`src/bafe_defines.vh`:
```
// register map, field positions and reset values of the battery front end
`ifndef BAFE_DEFINES_VH
`define BAFE_DEFINES_VH

// register offsets
`define BAFE_ADDR_IDENTITY_WAKE    8'h00
`define BAFE_ADDR_FAULT_STATUS     8'h01
`define BAFE_ADDR_CELL_BALANCE     8'h02
`define BAFE_ADDR_ANALOG_SELECT    8'h03
`define BAFE_ADDR_FET_DRIVE        8'h04
`define BAFE_ADDR_DISCHARGE_SETUP  8'h05
`define BAFE_ADDR_CHARGE_SETUP     8'h06
`define BAFE_ADDR_FEATURE_SETUP    8'h07
`define BAFE_ADDR_WRITE_UNLOCK     8'h08

// identity and wake status fields
`define BAFE_BIT_SINGLE_UNIT       5
`define BAFE_BIT_WAKE_STATE        4

// fet drive control fields
`define BAFE_BIT_SLEEP             7
`define BAFE_BIT_LOAD_MON          6
`define BAFE_BIT_CHARGE_DRIVE      1
`define BAFE_BIT_DISCHARGE_DRIVE   0

// discharge setup fields
`define BAFE_BIT_DIS_OC_AUTO_OFF   7
`define BAFE_BIT_SHORT_AUTO_OFF    4

// charge setup fields
`define BAFE_BIT_CHG_OC_AUTO_OFF   7
`define BAFE_BIT_CHG_DELAY_DIV     3
`define BAFE_BIT_DIS_DELAY_DIV     2

// feature setup fields
`define BAFE_BIT_TEMP_SCAN_OFF     7
`define BAFE_BIT_EXT_THERM_OFF     4
`define BAFE_BIT_INT_THERM_OFF     3
`define BAFE_BIT_WAKE_DISABLE      1
`define BAFE_BIT_WAKE_POLARITY     0

// write unlock fields
`define BAFE_BIT_FEATURE_UNLOCK    7
`define BAFE_BIT_CHARGE_UNLOCK     6
`define BAFE_BIT_DISCHARGE_UNLOCK  5

// writable bit masks of the plain registers, reserved bits excluded
`define BAFE_MASK_CELL_BALANCE     8'hFE
`define BAFE_MASK_ANALOG_SELECT    8'hCF
`define BAFE_MASK_FET_DRIVE        8'hC3
`define BAFE_MASK_WRITE_UNLOCK     8'hF8

// reset value of every register except the identity register, whose single unit bit reads one
`define BAFE_RESET_VALUE           8'h00

// serial device address, arbitrary value
`define BAFE_DEVICE_ADDRESS        7'h28

`endif

```
`src/bafe_sync.v`:
```
// two flip-flop synchroniser for a group of asynchronous inputs
`timescale 1ns/1ps
module bafe_sync #(
  parameter WIDTH = 1
) (
  // clock and reset
  input  wire             clk_in,
  input  wire             rst_n_in,
  // asynchronous input and synchronised output
  input  wire [WIDTH-1:0] async_in,
  output reg  [WIDTH-1:0] sync_out
);

  reg [WIDTH-1:0] meta_reg; // first stage, read only by the second

  ////////////////////////////////////////////////////////////////////////////
  // two stages clocked back to back
  always @(posedge clk_in or negedge rst_n_in) begin
    if (!rst_n_in) begin
      meta_reg <= {WIDTH{1'b0}};
      sync_out <= {WIDTH{1'b0}};
    end else begin
      meta_reg <= async_in;
      sync_out <= meta_reg;
    end
  end

endmodule

```
`src/bafe_fault_flag.v`:
```
// one latched fault flag that clears on read once its condition is gone
`timescale 1ns/1ps
module bafe_fault_flag (
  // clock and reset
  input  wire clk_in,
  input  wire rst_n_in,
  // condition and read strobe
  input  wire cond_in,
  input  wire read_clear_in,
  // latched flag
  output reg  flag_out
);

  ////////////////////////////////////////////////////////////////////////////
  // a live condition always wins over the read clear
  always @(posedge clk_in or negedge rst_n_in) begin
    if (!rst_n_in) begin
      flag_out <= 1'b0;
    end else if (cond_in) begin
      flag_out <= 1'b1; // RULE1
    end else if (read_clear_in) begin
      flag_out <= 1'b0; // RULE5
    end
  end

endmodule

```
`src/bafe_register_bank.v`:
```
// register bank of the battery front end with its two-wire serial slave
// Notes on behaviour
// RULE1: written ones act; read status ones are real
// RULE2: host writes reserved bits as zero
// RULE3: host never writes addresses nine and above
// RULE4: host ignores reserved bits on reads
// RULE5: fault flags clear on read once gone
// RULE6: wake status follows the pin directly; here it shows the pin at its active level, inverted at reset polarity
// RULE7: sleep clears at power-up, wake, write zero
// RULE8: protection events clear both fet drive bits
// RULE9: fet writes drive outputs, reads show drive
// RULE10: bit one charge fet, bit zero discharge
// RULE11: feature setup writes need unlock bit seven
// RULE12: charge setup writes need unlock bit six
// RULE13: discharge setup writes need unlock bit five
// RULE14: charge setup bit three divides charge delay
// RULE15: charge setup bit two divides discharge delay
// RULE16: discharge auto-off bits zero enable shutdown
// RULE17: charge auto-off bit zero enables shutdown
// RULE18: feature setup holds disables and wake polarity
// RULE19: locked writes change nothing at all
`timescale 1ns/1ps
`include "bafe_defines.vh"
module bafe_register_bank (
  // clock and reset
  input  wire       mclk_in,
  input  wire       rst_n_in,
  // serial link, open drain
  input  wire       scl_in,
  input  wire       sda_in,
  output reg        sda_out,
  output reg        sda_oe_out,
  // wake pin and analog fault conditions
  input  wire       wake_pin_in,
  input  wire       ext_overtemp_in,
  input  wire       int_overtemp_in,
  input  wire       load_failure_in,
  input  wire       discharge_short_in,
  input  wire       discharge_overcurrent_in,
  input  wire       charge_overcurrent_in,
  // control outputs
  output reg  [7:1] balance_switch_out,
  output reg  [3:0] analog_select_out,
  output reg        charge_switch_drive_out,
  output reg        discharge_switch_drive_out,
  output reg        load_monitor_connect_out,
  output reg        sleep_out,
  // protection and feature configuration outputs
  output reg        discharge_oc_auto_on_out,
  output reg        short_auto_on_out,
  output reg        charge_oc_auto_on_out,
  output reg        charge_delay_divider_out,
  output reg        discharge_delay_divider_out,
  output reg  [7:0] discharge_setup_out,
  output reg  [7:0] charge_setup_out,
  output reg  [7:0] feature_setup_out
);

  // serial engine states
  localparam [3:0] ST_IDLE    = 4'h0;
  localparam [3:0] ST_ADDR    = 4'h1;
  localparam [3:0] ST_ADDR_AK = 4'h2;
  localparam [3:0] ST_PTR     = 4'h3;
  localparam [3:0] ST_PTR_AK  = 4'h4;
  localparam [3:0] ST_WR      = 4'h5;
  localparam [3:0] ST_WR_AK   = 4'h6;
  localparam [3:0] ST_RD      = 4'h7;
  localparam [3:0] ST_RD_AK   = 4'h8;

  wire [8:0] sync_w;           // synchronised pins
  wire       scl_s;            // synchronised clock line
  wire       sda_s;            // synchronised data line
  wire       wake_s;           // synchronised wake pin
  wire [5:0] cond_s;           // synchronised fault conditions
  wire [5:0] fault_w;          // latched fault flags
  reg        scl_prev_reg;     // last clock line level
  reg        sda_prev_reg;     // last data line level
  reg  [3:0] state_reg;        // serial engine state
  reg  [3:0] cnt_reg;          // bit counter
  reg  [7:0] shift_reg;        // shift register of the current byte
  reg  [7:0] ptr_reg;          // register pointer
  reg        rw_reg;           // high for a read transfer
  reg        wr_stb_reg;       // one-cycle write strobe
  reg  [7:0] wr_data_reg;      // data of the write strobe
  reg  [7:0] wr_addr_reg;      // address of the write strobe
  reg        rd_clr_reg;       // fault status read strobe
  reg  [7:0] analog_reg;       // analog select and user flags
  reg  [7:0] unlock_reg;       // write unlock and user flags
  reg        wake_state_reg;   // wake pin at its active level
  reg        oc_prev_reg;      // last protection trip level
  reg  [7:0] rd_mux;           // read data of the pointed register
  wire       scl_rise;         // clock line rising
  wire       scl_fall;         // clock line falling
  wire       start_evt;        // start or repeated start
  wire       stop_evt;         // stop
  wire       wake_act;         // wake pin at active level
  wire       oc_trip;          // protection switched the fets off
  wire       wr_fet;           // write strobe to fet_drive_control

  ////////////////////////////////////////////////////////////////////////////
  // input synchronisers and fault flags

  bafe_sync #(.WIDTH(9)) u_sync (
    .clk_in   (mclk_in),
    .rst_n_in (rst_n_in),
    .async_in ({scl_in, sda_in, wake_pin_in, ext_overtemp_in,
                int_overtemp_in, load_failure_in, discharge_short_in,
                discharge_overcurrent_in, charge_overcurrent_in}),
    .sync_out (sync_w)
  );

  assign scl_s  = sync_w[8];
  assign sda_s  = sync_w[7];
  assign wake_s = sync_w[6];
  assign cond_s = sync_w[5:0];

  // flags in fault status bit order: ext, int, load, short, dis oc, chg oc
  genvar gi;
  generate
    for (gi = 0; gi < 6; gi = gi + 1) begin : g_flag
      bafe_fault_flag u_flag (
        .clk_in        (mclk_in),
        .rst_n_in      (rst_n_in),
        .cond_in       (cond_s[gi]),
        .read_clear_in (rd_clr_reg),
        .flag_out      (fault_w[gi])
      );
    end
  endgenerate

  ////////////////////////////////////////////////////////////////////////////
  // line events
  assign scl_rise  = scl_s & ~scl_prev_reg;
  assign scl_fall  = ~scl_s & scl_prev_reg;
  assign start_evt = scl_s & scl_prev_reg & sda_prev_reg & ~sda_s;
  assign stop_evt  = scl_s & scl_prev_reg & ~sda_prev_reg & sda_s;

  ////////////////////////////////////////////////////////////////////////////
  // read data multiplexer, reserved bits and unmapped addresses read zero
  always @* begin
    rd_mux = `BAFE_RESET_VALUE;
    case (ptr_reg)
      `BAFE_ADDR_IDENTITY_WAKE: begin
        rd_mux[`BAFE_BIT_SINGLE_UNIT] = 1'b1;
        rd_mux[`BAFE_BIT_WAKE_STATE]  = wake_state_reg; // RULE6
      end
      `BAFE_ADDR_FAULT_STATUS: begin
        rd_mux[5:0] = fault_w; // RULE1
      end
      `BAFE_ADDR_CELL_BALANCE: begin
        rd_mux[7:1] = balance_switch_out;
      end
      `BAFE_ADDR_ANALOG_SELECT: begin
        rd_mux = analog_reg;
      end
      `BAFE_ADDR_FET_DRIVE: begin
        rd_mux[`BAFE_BIT_SLEEP]           = sleep_out;
        rd_mux[`BAFE_BIT_LOAD_MON]        = load_monitor_connect_out;
        rd_mux[`BAFE_BIT_CHARGE_DRIVE]    = charge_switch_drive_out; // RULE9
        rd_mux[`BAFE_BIT_DISCHARGE_DRIVE] = discharge_switch_drive_out;
      end
      `BAFE_ADDR_DISCHARGE_SETUP: begin
        rd_mux = discharge_setup_out;
      end
      `BAFE_ADDR_CHARGE_SETUP: begin
        rd_mux = charge_setup_out;
      end
      `BAFE_ADDR_FEATURE_SETUP: begin
        rd_mux = feature_setup_out;
      end
      `BAFE_ADDR_WRITE_UNLOCK: begin
        rd_mux = unlock_reg;
      end
      default: begin
        rd_mux = `BAFE_RESET_VALUE;
      end
    endcase
  end

  ////////////////////////////////////////////////////////////////////////////
  // serial slave engine: address, pointer, write and read bytes
  always @(posedge mclk_in or negedge rst_n_in) begin
    if (!rst_n_in) begin
      scl_prev_reg <= 1'b1;
      sda_prev_reg <= 1'b1;
      state_reg    <= ST_IDLE;
      cnt_reg      <= 4'h0;
      shift_reg    <= 8'h00;
      ptr_reg      <= 8'h00;
      rw_reg       <= 1'b0;
      wr_stb_reg   <= 1'b0;
      wr_data_reg  <= 8'h00;
      wr_addr_reg  <= 8'h00;
      rd_clr_reg   <= 1'b0;
      sda_out      <= 1'b0;
      sda_oe_out   <= 1'b0;
    end else begin
      scl_prev_reg <= scl_s;
      sda_prev_reg <= sda_s;
      wr_stb_reg   <= 1'b0;
      rd_clr_reg   <= 1'b0;
      sda_out      <= 1'b0;
      if (start_evt) begin
        // a start restarts address reception from any state
        state_reg  <= ST_ADDR;
        cnt_reg    <= 4'h0;
        sda_oe_out <= 1'b0;
      end else if (stop_evt) begin
        state_reg  <= ST_IDLE;
        sda_oe_out <= 1'b0;
      end else begin
        case (state_reg)
          ST_ADDR, ST_PTR, ST_WR: begin
            if (scl_rise) begin
              shift_reg <= {shift_reg[6:0], sda_s};
              cnt_reg   <= cnt_reg + 4'h1;
            end else if (scl_fall && cnt_reg == 4'h8) begin
              cnt_reg <= 4'h0;
              if (state_reg == ST_ADDR) begin
                if (shift_reg[7:1] == `BAFE_DEVICE_ADDRESS) begin
                  rw_reg     <= shift_reg[0];
                  sda_oe_out <= 1'b1;
                  state_reg  <= ST_ADDR_AK;
                end else begin
                  // another device is addressed
                  state_reg <= ST_IDLE;
                end
              end else if (state_reg == ST_PTR) begin
                ptr_reg    <= shift_reg;
                sda_oe_out <= 1'b1;
                state_reg  <= ST_PTR_AK;
              end else begin
                wr_stb_reg  <= 1'b1;
                wr_addr_reg <= ptr_reg;
                wr_data_reg <= shift_reg;
                sda_oe_out  <= 1'b1;
                state_reg   <= ST_WR_AK;
              end
            end
          end
          ST_ADDR_AK, ST_RD_AK: begin
            if (scl_rise && state_reg == ST_RD_AK && sda_s) begin
              // master refused the byte: the read ends
              state_reg <= ST_IDLE;
            end else if (scl_fall) begin
              if (rw_reg) begin
                // load the pointed register and drive its top bit
                shift_reg  <= rd_mux;
                sda_oe_out <= ~rd_mux[7];
                rd_clr_reg <= (ptr_reg == `BAFE_ADDR_FAULT_STATUS); // RULE5
                cnt_reg    <= 4'h0;
                state_reg  <= ST_RD;
              end else begin
                sda_oe_out <= 1'b0;
                state_reg  <= ST_PTR;
              end
            end
          end
          ST_PTR_AK, ST_WR_AK: begin
            if (scl_fall) begin
              sda_oe_out <= 1'b0;
              if (state_reg == ST_WR_AK) begin
                ptr_reg <= ptr_reg + 8'h01;
              end
              state_reg <= ST_WR;
            end
          end
          ST_RD: begin
            if (scl_fall) begin
              if (cnt_reg == 4'h7) begin
                // release for the master acknowledge
                sda_oe_out <= 1'b0;
                ptr_reg    <= ptr_reg + 8'h01;
                state_reg  <= ST_RD_AK;
              end else begin
                shift_reg  <= {shift_reg[6:0], 1'b0};
                sda_oe_out <= ~shift_reg[6];
                cnt_reg    <= cnt_reg + 4'h1;
              end
            end
          end
          default: begin
            state_reg <= ST_IDLE;
          end
        endcase
      end
    end
  end

  ////////////////////////////////////////////////////////////////////////////
  // wake level and protection trip detection
  assign wake_act = feature_setup_out[`BAFE_BIT_WAKE_POLARITY] ?
                    wake_s : ~wake_s;
  assign oc_trip  =
    (cond_s[1] & ~discharge_setup_out[`BAFE_BIT_DIS_OC_AUTO_OFF]) |
    (cond_s[2] & ~discharge_setup_out[`BAFE_BIT_SHORT_AUTO_OFF]) |
    (cond_s[0] & ~charge_setup_out[`BAFE_BIT_CHG_OC_AUTO_OFF]);
  assign wr_fet   = wr_stb_reg & (wr_addr_reg == `BAFE_ADDR_FET_DRIVE);

  ////////////////////////////////////////////////////////////////////////////
  // control and configuration registers
  always @(posedge mclk_in or negedge rst_n_in) begin
    if (!rst_n_in) begin
      balance_switch_out         <= 7'h00;
      analog_reg                 <= `BAFE_RESET_VALUE;
      analog_select_out          <= 4'h0;
      charge_switch_drive_out    <= 1'b0;
      discharge_switch_drive_out <= 1'b0;
      load_monitor_connect_out   <= 1'b0;
      sleep_out                  <= 1'b0;
      discharge_setup_out        <= `BAFE_RESET_VALUE;
      charge_setup_out           <= `BAFE_RESET_VALUE;
      feature_setup_out          <= `BAFE_RESET_VALUE;
      unlock_reg                 <= `BAFE_RESET_VALUE;
      wake_state_reg             <= 1'b0;
      oc_prev_reg                <= 1'b0;
    end else begin
      wake_state_reg <= wake_act; // RULE6
      oc_prev_reg    <= oc_trip;
      if (wr_stb_reg) begin
        case (wr_addr_reg)
          `BAFE_ADDR_CELL_BALANCE: begin
            balance_switch_out <= wr_data_reg[7:1]; // RULE1
          end
          `BAFE_ADDR_ANALOG_SELECT: begin
            analog_reg        <= wr_data_reg & `BAFE_MASK_ANALOG_SELECT;
            analog_select_out <= wr_data_reg[3:0];
          end
          `BAFE_ADDR_DISCHARGE_SETUP: begin
            if (unlock_reg[`BAFE_BIT_DISCHARGE_UNLOCK]) begin
              discharge_setup_out <= wr_data_reg; // RULE13 RULE19
            end
          end
          `BAFE_ADDR_CHARGE_SETUP: begin
            if (unlock_reg[`BAFE_BIT_CHARGE_UNLOCK]) begin
              charge_setup_out <= wr_data_reg; // RULE12 RULE19
            end
          end
          `BAFE_ADDR_FEATURE_SETUP: begin
            if (unlock_reg[`BAFE_BIT_FEATURE_UNLOCK]) begin
              feature_setup_out <= wr_data_reg; // RULE11 RULE18 RULE19
            end
          end
          `BAFE_ADDR_WRITE_UNLOCK: begin
            unlock_reg <= wr_data_reg & `BAFE_MASK_WRITE_UNLOCK;
          end
          default: begin
            // fet_drive_control handled below, unmapped writes are dropped
            unlock_reg <= unlock_reg;
          end
        endcase
      end
      // fet drive: a fresh protection trip overrides a host write
      if (oc_trip && !oc_prev_reg) begin
        charge_switch_drive_out    <= 1'b0; // RULE8
        discharge_switch_drive_out <= 1'b0; // RULE8
      end else if (wr_fet) begin
        charge_switch_drive_out    <=
          wr_data_reg[`BAFE_BIT_CHARGE_DRIVE]; // RULE9 RULE10
        discharge_switch_drive_out <=
          wr_data_reg[`BAFE_BIT_DISCHARGE_DRIVE]; // RULE9 RULE10
      end
      if (wr_fet) begin
        load_monitor_connect_out <= wr_data_reg[`BAFE_BIT_LOAD_MON];
      end
      // sleep: the wake edge wins over a host write of one
      if (wake_act && !wake_state_reg &&
          !feature_setup_out[`BAFE_BIT_WAKE_DISABLE]) begin
        sleep_out <= 1'b0; // RULE7
      end else if (wr_fet) begin
        sleep_out <= wr_data_reg[`BAFE_BIT_SLEEP]; // RULE7
      end
    end
  end

  ////////////////////////////////////////////////////////////////////////////
  // decoded enables and dividers for the analog protection timers
  always @(posedge mclk_in or negedge rst_n_in) begin
    if (!rst_n_in) begin
      discharge_oc_auto_on_out    <= 1'b1;
      short_auto_on_out           <= 1'b1;
      charge_oc_auto_on_out       <= 1'b1;
      charge_delay_divider_out    <= 1'b0;
      discharge_delay_divider_out <= 1'b0;
    end else begin
      discharge_oc_auto_on_out    <=
        ~discharge_setup_out[`BAFE_BIT_DIS_OC_AUTO_OFF]; // RULE16
      short_auto_on_out           <=
        ~discharge_setup_out[`BAFE_BIT_SHORT_AUTO_OFF]; // RULE16
      charge_oc_auto_on_out       <=
        ~charge_setup_out[`BAFE_BIT_CHG_OC_AUTO_OFF]; // RULE17
      charge_delay_divider_out    <=
        charge_setup_out[`BAFE_BIT_CHG_DELAY_DIV]; // RULE14
      discharge_delay_divider_out <=
        charge_setup_out[`BAFE_BIT_DIS_DELAY_DIV]; // RULE15
    end
  end

endmodule

```
`config.mk`:
```
export PLATFORM = sky130hd
export DESIGN_NAME = bafe_register_bank
export DESIGN_NICKNAME = d
export VERILOG_FILES = /design/src/bafe_sync.v /design/src/bafe_fault_flag.v /design/src/bafe_register_bank.v
export VERILOG_INCLUDE_DIRS = /design/src
export SDC_FILE = /design/constraint.sdc
export NUM_CORES = 1
export LEC_CHECK = 0
export BUFFER_PORTS_ARGS = -buffer_cell sky130_fd_sc_hd__clkbuf_2
export CAP_MARGIN = 20
export CORE_MARGIN = 5
export CORE_UTILIZATION = 50
export DETAILED_ROUTE_END_ITERATION = 8
export PLACE_DENSITY = 0.72
export SETUP_SLACK_MARGIN = 0.02
export SYNTH_ARGS = -nofsm -noshare
export SYNTH_HDL_FRONTEND = slang
export SYNTH_SLANG_ARGS = --single-unit
export TNS_END_PERCENT = 10
```
`constraint.sdc`:
```
create_clock -name mclk_in -period 2.06 [get_ports mclk_in]
set_input_delay 0.412 -clock mclk_in [delete_from_list [all_inputs] [get_ports mclk_in]]
set_output_delay 0.412 -clock mclk_in [all_outputs]
set_load 0.01 [all_outputs]
```
==> reports/metrics.yaml <==
run_status:
  run_status: "finished clean"
cts:
  cts_tree: "done"
  worst_skew_pair.late_latency_ns: 0.42
  clkSinkCount: 123
  cts_root_buf: "clkbuf_16"
  cts-htree-levels: 4
  clock_path_buffers: 2
  numCtsBuffers: 17
  clkTransAtPathRegs_ns: 0.06
layout:
  antenna-diode-count: 0
  ff_latch_area_um2: 3090
  multi_input_area_um2: 2570
  drive_gt1_share_pct: 37.5
  nets: 617
  area_growth_pct: 22.8
  finalNonFillerCells: 756
  fillers: 890
route:
  vias_per_cell: 5.99
  vias: 4528
  postRouteWirelength_um: 14800
  first_pass_iters: 5
  drtIter0Drc: 440
  ant_nets: 0
  wl_per_cell_um: 19.5
  drc: 0
die:
  die_x_um: 118
  io_pins: 57
  design.core.area_um2: 11400
  initial_core_util_pct: 51.1
  die_area_um2: 13900
  rows: 39
  die_y_um: 118
sta:
  finClkSkew_ns: 0.0129
  clock.fmax_mhz: 507
  fin_hold_ws_ns: 0.0119
  max-slew-margin-rel_pct: 58.8
  rsz0062_at_grt: "true"
  period_share_pct: 95.8
  report.final.slew_viol_count: 0
  setup_viol: 0
  worst_pin_slew_ns: 0.619
  fin_crit_ns: 1.97
  finalHoldViolCount: 0
  setup_ws_ns: 0.0864
worst_setup_path:
  worstSetupPathType: "reg2reg"
  crit_family: "compound AO/OA/AOI/OAI gates"
  crit_path_end: "shift_reg[3]"
  crit_arrival_ns: 2.27
  crit_chain: "inv_1, ha_1, buf_4, a222oi_1, mux2i_1, a22o_1, nand2_1, a31oi_1"
  critPathMaxFanout: 12
  start_kind: "register"
  cp-startpoint: "ptr_reg[0]"
  path_buf_inv: 2
  crit_path_end_kind: "register"
  rrSetupSlack_ns: 0.09
  crit-reg2reg-launch: "ptr_reg[0]"
  cpPeakStageDelay_ns: 0.41
  critical_path_depth: 8
  reg2reg_depth: 8
  reg2reg_to: "shift_reg[3]"
  worst_ep_required_time_ns: 2.36
  crit_path_top_delay_cell: "dfrtp_2"
synthesis:
  synth-seq-area-share_pct: 52.9
  yosys.area.top_type_share_pct: 50.6
  syn_nets: 524
  synth_commonest_cells: "118 x dfrtp_1, 59 x mux2_2, 36 x nand2_1"
  yosysUniqueCellTypes: 70
  synth_edf_count: 0
  syn_area_um2: 5830
  syn_inst: 507
  synth_area_per_cell_um2: 11.5
  synth_seq_cells: 123
  yosysWarnings: 0
  yosysMostFrequentCell: "dfrtp_1"
  ys.flop_type: "dfrtp_1"
  yosysTopAreaCell: "dfrtp_1"
  synthArstFlopShare_pct: 100
  synth_area_leaders: "dfrtp_1 51%, mux2_2 11%, nand2_1 2.3%"
power_and_ir_drop:
  vdd_drop_max_mv: 0.741
  power.total_mw: 5.81
  p_leak_nw: 3.41
  p_per_area_nw_per_um2: 811
placed_design:
  place_ws_ns: 0.0358
  portBuffers: 55
  detailed_place_hpwl_um: 10700
  gp_congestion: 0.895
  place_inst: 723
min_path:
  hold_path_class: "in2async"
global_route:
  gr-total-overflow: 0
  grt_pass1_wl_um: 24500
  grt_usage_pct: 22.1
  grt_max_degree: 49
  grt_pass1_vias: 4627
  antenna_found_initial: 0
run:
  cap_violations: 0
[stage by stage]
stage | area (µm²) | TNS, ns | util (%)
finish | 7160 | 0 | 62.7
global route | 7160 | -0.0554 | 62.7
CTS | 7120 | 0 | 62.4
detailed placement | 6530 | 0 | 57.2
global placement | 6530 | 0 | 57.2
floorplan | 5830 | 0 | -
[how the worst min path moves through the flow]
stage | to
finish | u_sync.meta_reg[1]
global route | u_sync.meta_reg[1]
CTS | u_sync.meta_reg[0]
detailed placement | u_sync.sync_out[7]
global placement | u_sync.sync_out[8]
floorplan | analog_reg[3]
[cell families (layout without fill, tap and decap cells)]
kind of cell | count (synthesis) | in the layout | share of synthesized area, %
and+or+nand+nor | 149 | 149 | 14.9
DFF | 123 | 123 | 52.9
AOI/OAI and AO/OA | 111 | 111 | 13.5
muxes | 69 | 69 | 13.2
buffers and inverters | 44 | 150 | 3.60
adders and majority gates | 6 | 6 | 1.29
xor gates and xnor gates | 4 | 4 | 0.601
other | 1 | 1 | 0.0643
[final cells by class]
| class | count | share of cell area (%) |
|---|---|---|
| Timing Repair Buffer | 106 | 9.57 |
| Tap cell | 143 | 2.50 |
| Clock inverter | 14 | 2.18 |
| Clock buffer | 18 | 6.13 |
| Multi-Input combinational cell | 340 | 35.9 |
| Sequential cell | 123 | 43.1 |
| Inverter | 12 | 0.629 |
[placed cells by master (no fill, tap or decap), types with 8 or more instances in the layout]
cell,n
nand2_1,36
nor2b_1,11
inv_1,12
clkbuf_2,54
a31oi_1,9
dfrtp_1,114
nand3_1,19
o21ai_0,22
clkbuf_16,17
buf_4,50
a222oi_1,8
mux2i_1,9
a21oi_1,13
mux2_2,59
nor2_1,25
[layer usage]
layer,global-route usage (%),vias up,share of wire (%)
met3,4.28,19,5.8
met1,31.0,2287,44
met2,34.3,156,49
li1,-,2066,-
met4,8.10,0,1.5
met5,0,-,0
[timing repair]
| item | 4_1_cts | 5_1_grt |
|---|---|---|
| gates cloned | 0 | 0 |
| pin swaps | 0 | 1 |
| resized for setup | 1 | 10 |
| setup endpoints to repair | 1 | 52 |
| hold buffers | 0 | 0 |
| buffers inserted | 0 | 1 |
[power breakdown]
| part | total (mW) | switching (mW) | internal (mW) |
|---|---|---|---|
| clock | 2.97 | 1.14 | 1.83 |
| combinational | 0.262 | 0.150 | 0.112 |
| sequential | 2.58 | 0.0889 | 2.49 |
Power figures use the tool's default switching activity.
